==> src/shared/status_pkg.sv <==
// constants for the status reporting block
package status_pkg;
    // -------------------------------------------------------------
    // status byte bit positions
    // -------------------------------------------------------------
    localparam int STB_CHANNEL_BIT  = 2;
    localparam int STB_QUEST_BIT    = 3;
    localparam int STB_MSG_AVAIL    = 4;
    localparam int STB_EVENT_SUM    = 5;
    localparam int STB_REQ_MASTER   = 6;

    // -------------------------------------------------------------
    // standard event bit positions
    // -------------------------------------------------------------
    localparam int SEV_OP_COMPLETE  = 0;
    localparam int SEV_QUERY_ERR    = 2;
    localparam int SEV_DEVICE_ERR   = 3;
    localparam int SEV_EXEC_ERR     = 4;
    localparam int SEV_COMMAND_ERR  = 5;

    // -------------------------------------------------------------
    // reset values and queue defaults
    // -------------------------------------------------------------
    localparam logic [7:0] SEV_RESET    = 8'h00;
    localparam logic [7:0] ENABLE_RESET = 8'h00;
    localparam int QUEUE_WIDTH_DEF      = 8;
    localparam int QUEUE_DEPTH_DEF      = 16;
endpackage : status_pkg

==> src/logic/resp_queue_mem.sv <==
// response queue storage with registered read data
`timescale 1ns/1ps
`default_nettype none
module resp_queue_mem #(
    parameter int WIDTH = 8,
    parameter int DEPTH = 16,
    parameter int AW    = 4
) (
    // clock
    input  wire logic             i_clk,
    // write side
    input  wire logic             i_we,
    input  wire logic [AW-1:0]    i_waddr,
    input  wire logic [WIDTH-1:0] i_wdata,
    // read side
    input  wire logic             i_re,
    input  wire logic [AW-1:0]    i_raddr,
    output logic      [WIDTH-1:0] o_rdata
);
    logic [WIDTH-1:0] mem [DEPTH];

    // storage has no reset; read data is a plain register
    always_ff @(posedge i_clk) begin
        if (i_we) begin
            mem[i_waddr] <= i_wdata;
        end
        if (i_re) begin
            o_rdata <= mem[i_raddr];
        end
    end
endmodule : resp_queue_mem
`default_nettype wire

==> src/logic/status_reporting_summary.sv <==
// status byte, standard event register and response queue
`timescale 1ns/1ps
`default_nettype none
// Behaviour
// - responses kept in order until read
// - message available while queue not empty
// - programming errors latch standard event bits
// - event register read returns then clears
// - masked event bits ORed to bit 5
// - operation complete only after completion command
// - empty read or lost data: query error
// - memory loss or selftest fail: device error
// - bad parameter or condition: execution error
// - syntax error or mid-message trigger: command error
// - bit 2 shows channel summary
// - bit 3 shows questionable summary
// - serial poll returns then clears request
// - stb query returns master summary, no change
// - master summary set on any enabled service reason
// - clear command clears the event register and the service request
// - service request only for enabled bits
// - event bits latch on rising condition
module status_reporting_summary
    import status_pkg::*;
#(
    parameter int QWIDTH = QUEUE_WIDTH_DEF,
    parameter int QDEPTH = QUEUE_DEPTH_DEF
) (
    // clock and reset
    input  wire logic              i_clk,
    input  wire logic              i_rst,
    // response producer
    input  wire logic              i_resp_valid,
    input  wire logic [QWIDTH-1:0] i_resp_data,
    input  wire logic              i_resp_lost,
    // host read of the response queue
    input  wire logic              i_resp_read,
    output logic                   o_resp_valid,
    output logic      [QWIDTH-1:0] o_resp_data,
    // error and event conditions (levels)
    input  wire logic              i_complete_cmd,
    input  wire logic              i_ops_pending,
    input  wire logic              i_memory_lost,
    input  wire logic              i_selftest_fail,
    input  wire logic              i_param_error,
    input  wire logic              i_exec_blocked,
    input  wire logic              i_syntax_error,
    input  wire logic              i_trigger_in_msg,
    // summaries from other register groups
    input  wire logic              i_channel_summary,
    input  wire logic              i_questionable_summary,
    // host register commands
    input  wire logic              i_event_enable_we,
    input  wire logic [7:0]        i_event_enable_data,
    input  wire logic              i_srq_enable_we,
    input  wire logic [7:0]        i_srq_enable_data,
    input  wire logic              i_event_read,
    input  wire logic              i_serial_poll,
    input  wire logic              i_stb_query,
    input  wire logic              i_clear_status,
    // register answers
    output logic      [7:0]        o_event_data,
    output logic                   o_event_data_valid,
    output logic      [7:0]        o_stb_data,
    output logic                   o_stb_data_valid,
    output logic      [7:0]        o_event_enable,
    output logic      [7:0]        o_srq_enable,
    output logic                   o_service_request
);
    // -------------------------------------------------------------
    // parameter checks
    // -------------------------------------------------------------
    localparam int AW = (QDEPTH > 1) ? $clog2(QDEPTH) : 1;
    // refuse sizes that the queue logic cannot serve
    // the wrap-bit compare only works for a power-of-two depth
    if (QDEPTH < 2 || (1 << AW) != QDEPTH || QWIDTH < 1) begin : g_bad_queue
        $error("queue depth must be a power of two, width at least one");
    end

    // -------------------------------------------------------------
    // response queue
    // -------------------------------------------------------------
    logic [AW:0]   wr_ptr_r;
    logic [AW:0]   rd_ptr_r;
    logic          q_empty;
    logic          q_full;
    logic          q_push;
    logic          q_pop;
    logic          q_overflow;
    logic          q_underflow;
    logic [AW:0]   wr_ptr_nxt;
    logic [AW:0]   rd_ptr_nxt;

    // pointer compare with one wrap bit
    assign q_empty     = (wr_ptr_r == rd_ptr_r);
    assign q_full      = (wr_ptr_r[AW-1:0] == rd_ptr_r[AW-1:0]) &&
                         (wr_ptr_r[AW] != rd_ptr_r[AW]);
    assign q_push      = i_resp_valid && !q_full;
    // a push and a pop in one cycle both proceed, except the push when full and the pop when empty
    assign q_pop       = i_resp_read && !q_empty;
    // a full queue drops the new response; that counts as lost data
    assign q_overflow  = i_resp_valid && q_full;
    assign q_underflow = i_resp_read && q_empty;
    assign wr_ptr_nxt  = wr_ptr_r + (AW+1)'(1);
    assign rd_ptr_nxt  = rd_ptr_r + (AW+1)'(1);

    // queue pointers
    always_ff @(posedge i_clk or posedge i_rst) begin
        if (i_rst) begin
            wr_ptr_r <= '0;
            rd_ptr_r <= '0;
        end else begin
            if (q_push) begin
                wr_ptr_r <= wr_ptr_nxt;
            end
            if (q_pop) begin
                rd_ptr_r <= rd_ptr_nxt;
            end
        end
    end

    resp_queue_mem #(
        .WIDTH (QWIDTH),
        .DEPTH (QDEPTH),
        .AW    (AW)
    ) u_mem (
        .i_clk   (i_clk),
        .i_we    (q_push),
        .i_waddr (wr_ptr_r[AW-1:0]),
        .i_wdata (i_resp_data),
        .i_re    (q_pop),
        .i_raddr (rd_ptr_r[AW-1:0]),
        .o_rdata (o_resp_data)
    );

    // read data valid one cycle after an accepted read
    always_ff @(posedge i_clk or posedge i_rst) begin
        if (i_rst) begin
            o_resp_valid <= 1'b0;
        end else begin
            o_resp_valid <= q_pop;
        end
    end

    // -------------------------------------------------------------
    // standard event register
    // -------------------------------------------------------------
    logic [7:0] cond_now;
    logic [7:0] cond_prev_r;
    logic [7:0] cond_rise;
    logic [7:0] sev_r;
    logic [7:0] sev_nxt;
    logic [7:0] event_enable_r;

    // completion only after opc and nothing pending
    assign cond_now[SEV_OP_COMPLETE] = i_complete_cmd && !i_ops_pending;
    // unused event positions always read as zero
    assign cond_now[1]               = 1'b0;
    assign cond_now[SEV_QUERY_ERR]   = q_underflow || q_overflow || i_resp_lost;
    assign cond_now[SEV_DEVICE_ERR]  = i_memory_lost || i_selftest_fail;
    assign cond_now[SEV_EXEC_ERR]    = i_param_error || i_exec_blocked;
    // syntax or trigger inside a message
    assign cond_now[SEV_COMMAND_ERR] = i_syntax_error || i_trigger_in_msg;
    assign cond_now[7:6]             = 2'b00;

    // a held fault counts once; it must fall before it counts again
    // fixed rising-edge filter
    assign cond_rise = cond_now & ~cond_prev_r;

    // read clears, but a new rise in that cycle survives
    assign sev_nxt = ((i_event_read || i_clear_status) ? 8'h00 : sev_r) | cond_rise;

    // event latch and previous condition
    // previous conditions start low, so a level high at reset counts as a rise
    always_ff @(posedge i_clk or posedge i_rst) begin
        if (i_rst) begin
            cond_prev_r <= 8'h00;
            sev_r       <= SEV_RESET;
        end else begin
            cond_prev_r <= cond_now;
            sev_r       <= sev_nxt;
        end
    end

    // -------------------------------------------------------------
    // enable masks
    // -------------------------------------------------------------
    logic [7:0] srq_enable_r;

    always_ff @(posedge i_clk or posedge i_rst) begin
        if (i_rst) begin
            event_enable_r <= ENABLE_RESET;
            srq_enable_r   <= ENABLE_RESET;
        end else begin
            if (i_event_enable_we) begin
                event_enable_r <= i_event_enable_data;
            end
            if (i_srq_enable_we) begin
                srq_enable_r <= i_srq_enable_data;
            end
        end
    end

    // -------------------------------------------------------------
    // status byte
    // -------------------------------------------------------------
    logic [7:0] stb_sum;
    logic       master_sum;
    logic       master_prev_r;
    logic       svc_req_r;
    logic       svc_req_nxt;
    logic       svc_req_set;

    assign stb_sum[STB_CHANNEL_BIT] = i_channel_summary;
    assign stb_sum[STB_QUEST_BIT]   = i_questionable_summary;
    assign stb_sum[STB_MSG_AVAIL]   = !q_empty;
    assign stb_sum[STB_EVENT_SUM]   = |(sev_r & event_enable_r);
    assign stb_sum[STB_REQ_MASTER]  = 1'b0;
    assign stb_sum[7]               = 1'b0;
    assign stb_sum[1:0]             = 2'b00;

    // enabled bits, bit 6 mask ignored
    // masking bit 6 out keeps the request from feeding itself
    assign master_sum  = |(stb_sum & srq_enable_r & ~(8'h01 << STB_REQ_MASTER));
    assign svc_req_set = master_sum && !master_prev_r;
    // poll or clear drops request; a new rise wins
    assign svc_req_nxt = svc_req_set || (svc_req_r && !i_serial_poll && !i_clear_status);

    // request-service state
    always_ff @(posedge i_clk or posedge i_rst) begin
        if (i_rst) begin
            master_prev_r <= 1'b0;
            svc_req_r     <= 1'b0;
        end else begin
            master_prev_r <= master_sum;
            svc_req_r     <= svc_req_nxt;
        end
    end

    // -------------------------------------------------------------
    // register answers
    // -------------------------------------------------------------
    logic [7:0] poll_byte;
    logic [7:0] query_byte;

    assign poll_byte  = stb_sum | ({7'h00, svc_req_r} << STB_REQ_MASTER);
    // query shows master summary, nothing cleared
    assign query_byte = stb_sum | ({7'h00, master_sum} << STB_REQ_MASTER);

    // answers registered one cycle after the request
    // limitation: one answer port, so a poll and a query together answer the poll
    always_ff @(posedge i_clk or posedge i_rst) begin
        if (i_rst) begin
            o_event_data       <= 8'h00;
            o_event_data_valid <= 1'b0;
            o_stb_data         <= 8'h00;
            o_stb_data_valid   <= 1'b0;
        end else begin
            o_event_data_valid <= i_event_read;
            o_stb_data_valid   <= i_serial_poll || i_stb_query;
            if (i_event_read) begin
                o_event_data <= sev_r;
            end
            if (i_serial_poll) begin
                o_stb_data <= poll_byte;
            end else if (i_stb_query) begin
                o_stb_data <= query_byte;
            end
        end
    end

    // mask readback and service request line
    always_ff @(posedge i_clk or posedge i_rst) begin
        if (i_rst) begin
            o_event_enable    <= ENABLE_RESET;
            o_srq_enable      <= ENABLE_RESET;
            o_service_request <= 1'b0;
        end else begin
            o_event_enable    <= event_enable_r;
            o_srq_enable      <= srq_enable_r;
            // next value used so the line rises with the request bit
            // line follows pending request
            o_service_request <= svc_req_nxt;
        end
    end
endmodule : status_reporting_summary
`default_nettype wire

==> config.mk <==
export PLATFORM = sky130hd
export DESIGN_NAME = status_reporting_summary
export DESIGN_NICKNAME = d
export VERILOG_FILES = /design/src/shared/status_pkg.sv /design/src/logic/resp_queue_mem.sv /design/src/logic/status_reporting_summary.sv
export SDC_FILE = /design/constraint.sdc
export NUM_CORES = 1
export LEC_CHECK = 0
export CAP_MARGIN = 20
export CORE_MARGIN = 3
export CORE_UTILIZATION = 45
export CTS_CLUSTER_SIZE = 25
export DETAILED_ROUTE_END_ITERATION = 10
export DONT_BUFFER_PORTS = 1
export PLACE_DENSITY = 0.56
export SETUP_SLACK_MARGIN = 0.05
export SYNTH_ARGS = -nofsm -noshare
export SYNTH_HDL_FRONTEND = slang
export SYNTH_SLANG_ARGS = --single-unit
==> constraint.sdc <==
create_clock -name i_clk -period 6.6 [get_ports i_clk]
set_clock_uncertainty 0.15 [all_clocks]
set_input_delay 0 -clock i_clk [delete_from_list [all_inputs] [get_ports i_clk]]
set_output_delay 0 -clock i_clk [all_outputs]
set_load 0.01 [all_outputs]
# Word level (Yosys, flattened, before mapping)

Memories as Yosys holds them, arrays and structs flattened. A register that Yosys moved wholly into a read port is not among the register bits.
Index checks and enable logic that the tools add are counted.

Register bits after elaboration: 76
Input port bits: 45
Word-level logic and storage cells: 59
Memories kept: 1
Output and inout bits: 44
Memory bits (writable): 128

Muxes and demuxes: 5
Bitwise gates (word level): 7
Equal/unequal tests: 3
Add/subtract/negate cells: 2
Reductions and logical operators: 26

Memory list:

| name      | words | bits a word | read ports | clocked after Yosys merged registers in | write ports | RTL line             | RTL |
|---|---|---|---|---|---|---|---|
| u_mem.mem | 16    | 8           | 1          | 1                                       | 1           | resp_queue_mem.sv:20 | `logic [WIDTH-1:0] mem [DEPTH];` |

Operators with widths:

| operator              | count |
|---|---|
| $mux W8               | 3 |
| $and A6 B8 Y8         | 2 |
| $or A6 B7 Y7          | 2 |
| $add A5 B1 Y5 const B | 2 |
| $logic_and A1 B1 Y1   | 9 |
| $and A8 B8 Y8         | 1 |
| $logic_or A1 B1 Y1    | 8 |
| $not A6 Y8            | 1 |
| $or A8 B8 Y8          | 1 |
| $reduce_or A8 Y1      | 1 |
| $reduce_or A7 Y1      | 1 |
| $logic_not A1 Y1      | 6 |
| $eq A5 B5 Y1          | 1 |
| $eq A4 B4 Y1          | 1 |
| $mux W1               | 2 |
| $reduce_bool A2 Y1    | 1 |
| $ne A1 B1 Y1          | 1 |

# Depth between registers and ports, before layout

Gate-level depths: netlist of run 1.

Word-level depth: 7
Gate-level depth with buffers: 7
Gate-level depth less buffers: 4

# Modules after synthesis

Synthesis of run 1 repeated with hierarchy kept, for this count alone.

Cell total of the unflattened synthesis: 406
Area, all modules: 7759.9 um2

By module, submodules not included:

| module                   | times used | sequential area each (um2) | cells an instance | area an instance (um2) |
|---|---|---|---|---|
| resp_queue_mem           | 1          | 4083.9                     | 229               | 5227.5 |
| status_reporting_summary | 1          | 1676.6                     | 177               | 2532.4 |

# Least setup slack after synthesis of run 1

Ideal clock, no wire load.

Kind: register to register
Start point: register rd_ptr_r[2]
End point: memory u_mem.mem[10][0] (enable)
Library setup time: 332 ps
Data arrival time: 1606 ps
Period minus slack after synthesis: 2088 ps
Required time: 6118 ps
Slack: 4512 ps
Cell stages (with the launch flop): 8
Path buffers: 3
Path through: dfrtp_1 -> buf_4 -> xnor2_1 -> and4_1 -> buf_6 -> a21boi_4 -> buf_6 -> and3_1

Word-level cells in the longest chain between the ends: 6

Ends and longest elaborated chain:

| what                          | RTL line                        | RTL |
|---|---|---|
| start, declared               | status_reporting_summary.sv:84  | `logic [AW:0] rd_ptr_r;` |
| start signal, assigned        | status_reporting_summary.sv:117 | `rd_ptr_r <= rd_ptr_nxt;` |
| $eq A4 B4 Y1                  | status_reporting_summary.sv:96  | `assign q_full = (wr_ptr_r[AW-1:0] == rd_ptr_r[AW-1:0]) &&` |
| $logic_and A1 B1 Y1           | status_reporting_summary.sv:96  |  |
| $logic_not A1 Y1              | status_reporting_summary.sv:98  | `assign q_push = i_resp_valid && !q_full;` |
| $logic_and A1 B1 Y1           | status_reporting_summary.sv:98  |  |
| $mux W1                       | resp_queue_mem.sv:24            | `if (i_we) begin` |
| $mux W1 (not written as such) | resp_queue_mem.sv:25            | `mem[i_waddr] <= i_wdata;` |
| end, declared                 | resp_queue_mem.sv:20            |  |

No other way between the ends.

# Worst setup path after layout of run 1

Start point: register rd_ptr_r[0]
End point: memory u_mem.mem[6][7] (enable)

The elaborated chain is that of the path after synthesis.

==> results.ini, run 1 <==
[critical_path]
critPathTopFamily = simple AND/OR/NAND/NOR gates
crit_chain = buf_12 > xnor2_1 > and4_1 > a21boi_4 > and3_1
cp.required_ns = 6.61
slowest_delay_ns = 0.72
cp-start-kind = register
worst-setup-path-type = reg -> reg
worstPathMaxFanout = 20
end_kind = register
crit_slowest_cell = dfrtp_2
cp.arrival_ns = 2.89
path_buf_inv = 1

[timing]
setup_viol = 0
min_period_over_period_pct = 43.6
slew_viol_final = 0
finalHoldViolations = 0
whs_ns = 0.0283
clock.fmax_mhz = 348
maxSlewHeadroom_pct = 37.6
timing_worst_slew_pin_value_ns = 0.935
rsz0062_at_grt = no
tns_ns = 0
post-route-min-period_ns = 2.87

[yosys]
syn_area_sq_um = 7810
synth_area_leaders = edfxtp_1, dfrtp_1, mux4_2
postSynth.asyncResetShare_pct = 33.0
syn_avg_cell_area_sq_um = 18.9
yosys.area.top_type_share_pct = 52.3
synth-edff-count = 136
synth_top_area_cell = edfxtp_1
postSynthCellCount = 414
ys_seq_area_share_pct = 73.7
netlist-cell-type-count = 38
synth_common_cells = edfxtp_1, dfrtp_1, mux4_2, mux2_2, and3_1
post-synth-top-count-cell = edfxtp_1
yosys_warnings = 0
ys_seq_elements = 203
synthFlopType = edfxtp_1

[grt]
grt_antenna_before_repair = 2
gr-total-overflow = 0
grt_pass1_vias = 4145
grt_pass1_wl_mm = 25.5
grt_max_degree = 68
grt_usage_pct = 18.8

[final_layout]
nets = 535
insertedDiodeCount = 0
n_fill_cell = 1328
area_growth_pct = 19.6
drive_above_1_share_pct = 19.8

[floorplan]
die_x_um = 138
die-area_sq_um = 19000
initial_utilization_pct = 46.5
coreArea_sq_um = 16800
die_h_um = 138
num_rows = 47
io_pins = 89

[clock_tree]
cts_tree = yes
insertion_delay_ns = 0.50
cts_root_buffer = clkbuf_16
cts_resized = 0
clk_pin_slew_ns = 0.06
cts_buffers = 21
htreeDepth = 1
clock_path_buffers = 3
numClockSinks = 203

[power_and_ir_drop]
power.density_nw_per_um2 = 409
p_leak_nw = 3.41
vdd_drop_max_uv = 227

[drt]
wire_per_inst_um = 24.1
drt_wl_total_mm = 17.3
vias = 3898
drt-initial-drc-count = 299
drc_errors = 0
first_pass_iters = 4
postRouteAntennaNets = 0
viasPerCell = 5.41

[placed_design]
post-dp-hpwl_mm = 10.8
io_buffers = 0
gp_congestion = 0.786

[run]
maxCapViolCount = 0

[run_status]
outcome = completed

[worst_hold_path]
hp-class = in -> reg

-- final timing paths --
check                                            startpoint                           to  slack [ns]  depth (start not counted)
worst max register to register      rd_ptr_r[0]$_DFFE_PP0P_    u_mem.mem[6][7]$_DFFE_PP_        3.73                          5
worst max-delay path                rd_ptr_r[0]$_DFFE_PP0P_    u_mem.mem[6][7]$_DFFE_PP_        3.73                          5
min in group asynchronous                             i_rst  srq_enable_r[6]$_DFFE_PP0P_        0.04                          3
worst min-delay path                         i_exec_blocked     cond_prev_r[4]$_DFF_PP0_        0.03                          3
worst min register to register  srq_enable_r[6]$_DFFE_PP0P_    o_srq_enable[6]$_DFF_PP0_        0.22                          0
max in group asynchronous                             i_rst      rd_ptr_r[0]$_DFFE_PP0P_        5.64                          3
-- area by class of cell --
class / instances / area (sq um) / area share (%)
multi-input combinational: 183 / 1880 / 20.1
tap: 220 / 275 / 2.94
timing repair buffer: 67 / 673 / 7.20
inverter: 9 / 33.8 / 0.361
sequential: 203 / 5760 / 61.6
clock inverter: 9 / 125 / 1.34
clock buffer: 29 / 599 / 6.41
-- repair_timing --
item                                    4_1_cts  5_1_grt
endpoints found under the setup margin        0        0
hold buffers                                 63        0
hold endpoints to repair                    262        0
buffers inserted                              0        0
-- state kept, by name, summed over array words and instances (netlist names), 5 cells and up --
signal and cells:
sev_r 5, event_enable_r 8, rd_ptr_r 5, u_mem.o_rdata 8, u_mem.mem 128, o_event_enable 8
o_stb_data 5, wr_ptr_r 5, srq_enable_r 8, o_srq_enable 8, o_event_data 5, cond_prev_r 5
-- report_power, final --
part	switching (W)	internal (W)
clock network	0.000470	0.000753
registers	0.000171	0.00157
logic	0.000448	0.000416
-- metrics by stage --
stage / instances / instance area, sq um / utilization, % / worst slack, ns / total power (W)
2_1_floorplan: 419 / 7830 / - / 4.51 / 0.00236
3_3_place_gp: 618 / 7970 / 47.4 / 3.48 / 0.00255
3_5_place_dp: 618 / 7970 / 47.4 / 3.45 / 0.00255
4_1_cts: 719 / 9330 / 55.5 / 3.44 / 0.00384
5_1_grt: 720 / 9350 / 55.6 / 3.57 / 0.00400
6_report: 720 / 9350 / 55.6 / 3.73 / 0.00383
-- routing by layer --
metal / share of wire [%] / GRT usage (%)
met3: 8.2 / 5.08
met4: 1.8 / 4.72
met2: 49 / 31.1
met5: 0.17 / 0
met1: 40 / 25.0
-- layout by cell type, fill, tap and decap left out, types with 4 or more instances in the layout --
cell / n
a211oi_1: 8
a21oi_1: 12
and3_1: 16
clkbuf_16: 21
clkbuf_8: 4
conb_1: 6
dfrtp_1: 66
dlygate4sd3_1: 63
edfxtp_1: 136
ha_1: 5
inv_1: 8
mux2_2: 24
mux2i_1: 9
mux4_2: 32
nand2_1: 5
nor2_1: 9
nor2b_1: 13
o21ai_0: 4
xnor2_1: 9
xor2_1: 4
-- cells by family after synthesis --
group / after synthesis / share of synthesized area (%)
other cells: 1 / 0.0480
compound gates: 39 / 3.44
xor+xnor: 14 / 1.67
mux: 67 / 14.1
simple gates: 52 / 3.73
fa+ha+maj: 5 / 0.801
flops: 203 / 73.7
buf+inv: 33 / 2.48
-- worst min-delay path, stage by stage --
cell           delay (ns)
nor2_1               0.03
dlygate4sd3_1        0.56
inv_1                0.06
(Power assumes the default switching activity.)
==> run 2: changes to the inputs <==
Settings changed: PLACE_DENSITY 0.56 to 0.58.
Clock period 6.6 ns to 2.63 ns, I/O delays scaled along.
==> results.ini, run 2 (synthesized netlist as in run 1, its figures left out) <==
[run_status]
outcome = completed  ; unchanged

[clock_tree]
htreeDepth = 1  ; unchanged
post_cts.repair.setup_buffers = 0  ; unchanged
clock_path_buffers = 3  ; unchanged
cts_root_buffer = clkbuf_16  ; unchanged
cts_buffers = 22  ; was 21
insertion_delay_ns = 0.49  ; was 0.50 ns
clk_pin_slew_ns = 0.06  ; about the same
cts_tree = yes  ; unchanged
numClockSinks = 203  ; unchanged

[final_layout]
nets = 545  ; was 535
top_register = u_mem.mem  ; unchanged
final_common_cell = edfxtp_1  ; unchanged
final_cells = 731  ; was 720
largest_reg_flops = 128  ; unchanged
layout_common_cells = edfxtp_1, dfrtp_1, dlygate4sd3_1  ; unchanged
drive_above_1_share_pct = 20.8  ; was 19.8%
area_growth_pct = 20.0  ; was 19.6%
n_fill_cell = 1340  ; was 1328

[power_and_ir_drop]
power.density_nw_per_um2 = 1010  ; was 409 nW/um^2
vdd_drop_max_uv = 581  ; was 227 uV
clkPwrFrac_pct = 30.8  ; was 32.0%
switching_share_pct = 28.9  ; was 28.5%
p_leak_nw = 3.42  ; was 3.41 nW
combPwrFrac_pct = 24.4  ; was 22.6%
seqPwrFrac_pct = 44.9  ; was 45.4%
internal_power_w = 0.00674  ; was 0.00274 W
p_sw_w = 0.00274  ; was 0.00109 W

[critical_path]
cp.required_ns = 2.85  ; was 6.61 ns
crit_slowest_cell = dlygate4sd3_1  ; was dfrtp_2
cp-start-kind = register  ; unchanged
worstPathMaxFanout = 5  ; was 20
crit_chain = xnor2_1 > nand4_1 > o21ai_1 > a31oi_1 > dlygate4sd3_1  ; was buf_12 > xnor2_1 > and4_1 > a21boi_4 > and3_1
slowest_delay_ns = 0.59  ; was 0.72 ns
end_kind = register  ; unchanged
r2r_slack_ns = 0.34  ; was 3.73 ns
worst-setup-path-type = reg -> reg  ; unchanged
cp.arrival_ns = 2.51  ; was 2.89 ns

[grt]
grt_usage_pct = 18.0  ; was 18.8%
grt_antenna_before_repair = 1  ; was 2
grt_pass1_vias = 4396  ; was 4145
grt_pass1_wl_mm = 25.6  ; was 25.5 mm
grt_max_degree = 68  ; unchanged
gr-total-overflow = 0  ; unchanged

[drt]
first_pass_iters = 4  ; unchanged
drc_errors = 0  ; unchanged
drt_wl_total_mm = 16.2  ; was 17.3 mm
viasPerCell = 5.46  ; was 5.41
wire_per_inst_um = 22.2  ; was 24.1 um
postRouteAntennaNets = 0  ; unchanged
vias = 3988  ; was 3898
drt-initial-drc-count = 271  ; was 299

[timing]
setup_ws_ns = 0.338  ; was 3.73 ns
post-route-min-period_ns = 2.29  ; was 2.87 ns
maxSlewHeadroom_pct = 43.4  ; was 37.6%
setup_viol = 0  ; unchanged
finalHoldViolations = 0  ; unchanged
slew_viol_final = 0  ; unchanged
clock.fmax_mhz = 436  ; was 348 MHz
tns_ns = 0  ; unchanged
timing_worst_slew_pin_value_ns = 0.850  ; was 0.935 ns
rsz0062_at_grt = no  ; unchanged
min_period_over_period_pct = 87.1  ; was 43.6%

[run]
maxCapViolCount = 0  ; unchanged

[floorplan]
coreArea_sq_um = 16800  ; unchanged
initial_utilization_pct = 46.5  ; unchanged
die_x_um = 138  ; unchanged
die_h_um = 138  ; unchanged
io_pins = 89  ; unchanged
die-area_sq_um = 19000  ; unchanged
num_rows = 47  ; unchanged

[placed_design]
io_buffers = 0  ; unchanged
placed_cells = 627  ; was 618
post-dp-hpwl_mm = 10.2  ; was 10.8 mm
gp_congestion = 0.741  ; was 0.786
place_ws_ns = 0.367  ; was 3.45 ns

[worst_hold_path]
hp-class = in -> reg  ; unchanged

run 2: cell types whose count changed in the layout (fill, tap and decap cells not counted), sizes merged:
cell / before / now
buf: 4 / 12
clkinvlp: 1 / 4
bufinv: 3 / 1
clkbuf: 29 / 30
diode: 0 / 1
dlygate4sd3: 63 / 64
inv: 10 / 9
run 2: path summary, 6_finish.rpt:
check / endpoint / start / depth (start not counted)
worst max register to register: o_stb_data[6]$_DFFE_PP0P_ / wr_ptr_r[0]$_DFFE_PP0P_ / 5
worst min-delay path: cond_prev_r[3]$_DFF_PP0_ / i_selftest_fail / 3
worst min register to register: o_srq_enable[6]$_DFF_PP0_ / srq_enable_r[6]$_DFFE_PP0P_ / 0
min in group asynchronous: o_srq_enable[1]$_DFF_PP0_ / i_rst / 3
worst max-delay path: o_stb_data[6]$_DFFE_PP0P_ / wr_ptr_r[0]$_DFFE_PP0P_ / 5
max in group asynchronous: rd_ptr_r[0]$_DFFE_PP0P_ / i_rst / 3
run 2: layout make-up:
| class | instances | area (sq um) | area share (%) |
|---|---|---|---|
| clock buffers | 30 | 612 | 6.53 |
| well taps | 220 | 275 | 2.94 |
| repair buffers | 76 | 731 | 7.79 |
| clock inverters | 9 | 80.1 | 0.854 |
| inverters | 9 | 33.8 | 0.360 |
| multi-input cells | 183 | 1880 | 20.0 |
| flip-flops and latches | 203 | 5760 | 61.5 |
| diodes | 1 | 2.50 | 0.0267 |
run 2: routing by layer:
metal  part of all wire, %  global-route usage, %
met1                    42                   24.0
met3                   6.6                   4.27
met5                     0                      0
met4                   1.7                   4.83
met2                    49                   29.9
run 2: power groups by stage:
stage / Sequential (W) / Combinational, W / Clock, W
floorplan: 0.00420 / 0.00173 / 0
global placement: 0.00431 / 0.00217 / 0
detailed placement: 0.00432 / 0.00219 / 0
CTS: 0.00426 / 0.00233 / 0.00300
global route: 0.00431 / 0.00254 / 0.00313
finish: 0.00425 / 0.00231 / 0.00292
run 2: metrics by stage:
step	total power (W)	instance area (sq um)	util, %	hold WS (ns)
2_1_floorplan	0.00593	7830	-	-0.119
3_3_place_gp	0.00648	8040	47.8	-0.118
6_report	0.00948	9380	55.7	0.0447
5_1_grt	0.00998	9380	55.7	0.0321
4_1_cts	0.00959	9370	55.7	0.000870
3_5_place_dp	0.00651	8040	47.8	-0.118
run 2: timing repair:
| item | in CTS | in global routing |
|---|---|---|
| hold endpoints to repair | 270 | 0 |
| hold buffers | 64 | 0 |
| gates resized for setup | 0 | 1 |
| endpoints found under the setup margin | 0 | 1 |
run 2: critical path: cells and delay by family (launching register included):
kind	cells	cell delay [ns]
flops	1	0.46
simple gates	1	0.28
compound gates	2	0.43
xor+xnor	1	0.26
buf+inv	1	0.59
==> run 3: changes to the inputs <==
Settings changed: CELL_PAD_IN_SITES_DETAIL_PLACEMENT set to 0, CELL_PAD_IN_SITES_GLOBAL_PLACEMENT set to 1, CORE_UTILIZATION 45 to 47, PLACE_DENSITY 0.58 to 0.69.
==> results.ini, run 3 (synthesized netlist as in run 1, its figures left out) <==
[timing]
setup_viol = 0  ; unchanged
tns_ns = 0  ; unchanged
min_period_over_period_pct = 87.9  ; was 87.1%
timing_worst_slew_pin_value_ns = 0.830  ; was 0.850 ns
rsz0062_at_grt = no  ; unchanged
maxSlewHeadroom_pct = 44.7  ; was 43.4%
finalHoldViolations = 0  ; unchanged
post-route-min-period_ns = 2.31  ; was 2.29 ns
slew_viol_final = 0  ; unchanged
clock.fmax_mhz = 433  ; was 436 MHz

[final_layout]
layout_common_cells = edfxtp_1, dfrtp_1, dlygate4sd3_1  ; unchanged
final_common_cell = edfxtp_1  ; unchanged
drive_above_1_share_pct = 23.6  ; was 20.8%
largest_reg_flops = 128  ; unchanged
final_area_sq_um = 9510  ; was 9380 sq um
final_cells = 746  ; was 731
final_util_pct = 59.2  ; was 55.7%
nets = 563  ; was 545
n_fill_cell = 1199  ; was 1340
top_register = u_mem.mem  ; unchanged
area_growth_pct = 21.7  ; was 20.0%

[floorplan]
die_h_um = 135  ; was 138 um
coreArea_sq_um = 16100  ; was 16800 sq um
die_x_um = 135  ; was 138 um
io_pins = 89  ; unchanged
initial_utilization_pct = 48.7  ; was 46.5%
num_rows = 46  ; was 47
die-area_sq_um = 18200  ; was 19000 sq um

[drt]
drt_wl_total_mm = 15.9  ; was 16.2 mm
wire_per_inst_um = 21.3  ; was 22.2 um
drc_errors = 0  ; unchanged
first_pass_iters = 4  ; unchanged
postRouteAntennaNets = 0  ; unchanged
drt-initial-drc-count = 196  ; was 271
viasPerCell = 5.26  ; was 5.46
vias = 3921  ; was 3988

[run_status]
outcome = completed  ; unchanged

[clock_tree]
cts_tree = yes  ; unchanged
cts_root_buffer = clkbuf_16  ; unchanged
numClockSinks = 203  ; unchanged
clk_pin_slew_ns = 0.06  ; about the same
htreeDepth = 1  ; unchanged
insertion_delay_ns = 0.50  ; was 0.49 ns
post_cts.repair.setup_buffers = 0  ; unchanged
clock_path_buffers = 3  ; unchanged
cts_buffers = 22  ; unchanged

[placed_design]
placed_cells = 641  ; was 627
gp_congestion = 0.758  ; was 0.741
io_buffers = 0  ; unchanged
dpl-instance-area_sq_um = 8180  ; was 8040 sq um
post-dp-hpwl_mm = 9.84  ; was 10.2 mm

[power_and_ir_drop]
p_leak_nw = 3.54  ; was 3.42 nW
vdd_drop_max_uv = 594  ; was 581 uV
power.density_nw_per_um2 = 991  ; was 1010 nW/um^2
p_total_w = 0.00942  ; was 0.00948 W

[critical_path]
cp.arrival_ns = 2.54  ; was 2.51 ns
worstPathMaxFanout = 8  ; was 5
cp-start-kind = register  ; unchanged
end_kind = register  ; unchanged
r2r_slack_ns = 0.32  ; was 0.34 ns
worst-setup-path-type = reg -> reg  ; unchanged
cp.required_ns = 2.86  ; was 2.85 ns

[grt]
grt_pass1_wl_mm = 24.8  ; was 25.6 mm
gr-total-overflow = 0  ; unchanged
grt_max_degree = 68  ; unchanged
grt_usage_pct = 17.9  ; was 18.0%
grt_pass1_vias = 4379  ; was 4396
grt_antenna_before_repair = 2  ; was 1

[run]
maxCapViolCount = 0  ; unchanged

[worst_hold_path]
hp-class = in -> reg  ; unchanged

-- run 3: cell type report --
type | instances | area (sq um) | share of cell area (%)
sequential | 203 | 5760 | 60.6
clock inverter | 12 | 70.1 | 0.737
tap | 216 | 270 | 2.84
antenna | 1 | 2.50 | 0.0263
clock buffer | 28 | 613 | 6.45
inverter | 9 | 33.8 | 0.355
timing repair buffer | 94 | 878 | 9.24
multi-input combinational | 183 | 1880 | 19.8
-- run 3: per-stage QoR --
stage	hold WS, ns	setup WS [ns]
after floorplan	-0.119	0.542
after global placement	-0.118	0.447
after detailed placement	-0.118	0.418
after CTS	0.0000405	0.192
after global routing	0.0219	0.163
final	0.0184	0.319
-- run 3: power by group --
| part | switching (W) | leakage [nW] | internal, W | total, W |
|---|---|---|---|---|
| registers | 0.000358 | 2.02 | 0.00393 | 0.00429 |
| clock network | 0.00119 | 0.343 | 0.00165 | 0.00284 |
| logic | 0.00116 | 1.17 | 0.00114 | 0.00230 |
-- run 3: critical path, cell delays in order, from the launching register on --
cell and delay [ns]:
dfrtp_2 0.52, xnor2_1 0.21, nand4_1 0.26, o21ai_1 0.34, a31oi_1 0.13, dlygate4sd3_1 0.58
-- run 3: path summary, 6_finish.rpt --
path / start / to / depth (start not counted)
setup / recovery: rd_ptr_r[0]$_DFFE_PP0P_ / o_stb_data[6]$_DFFE_PP0P_ / 5
hold / removal: i_trigger_in_msg / cond_prev_r[5]$_DFF_PP0_ / 3
setup reg to reg: rd_ptr_r[0]$_DFFE_PP0P_ / o_stb_data[6]$_DFFE_PP0P_ / 5
hold reg to reg: srq_enable_r[6]$_DFFE_PP0P_ / o_srq_enable[6]$_DFF_PP0_ / 0
max in group asynchronous: i_rst / rd_ptr_r[0]$_DFFE_PP0P_ / 3
min in group asynchronous: i_rst / srq_enable_r[1]$_DFFE_PP0P_ / 3
-- run 3: repair_timing --
action / CTS / global route
endpoints found under the hold margin: 267 / 0
setup endpoints to repair: 0 / 1
hold buffers: 64 / 0
resized for setup: 0 / 1
-- run 3: per-layer routing --
layer	vias to the layer above	track usage [%]	wire length, um
met2	128	30.4	7970
li1	1786	-	-
met1	1984	23.5	6440
met4	2	4.20	233
met3	21	4.55	1230
met5	-	0	7
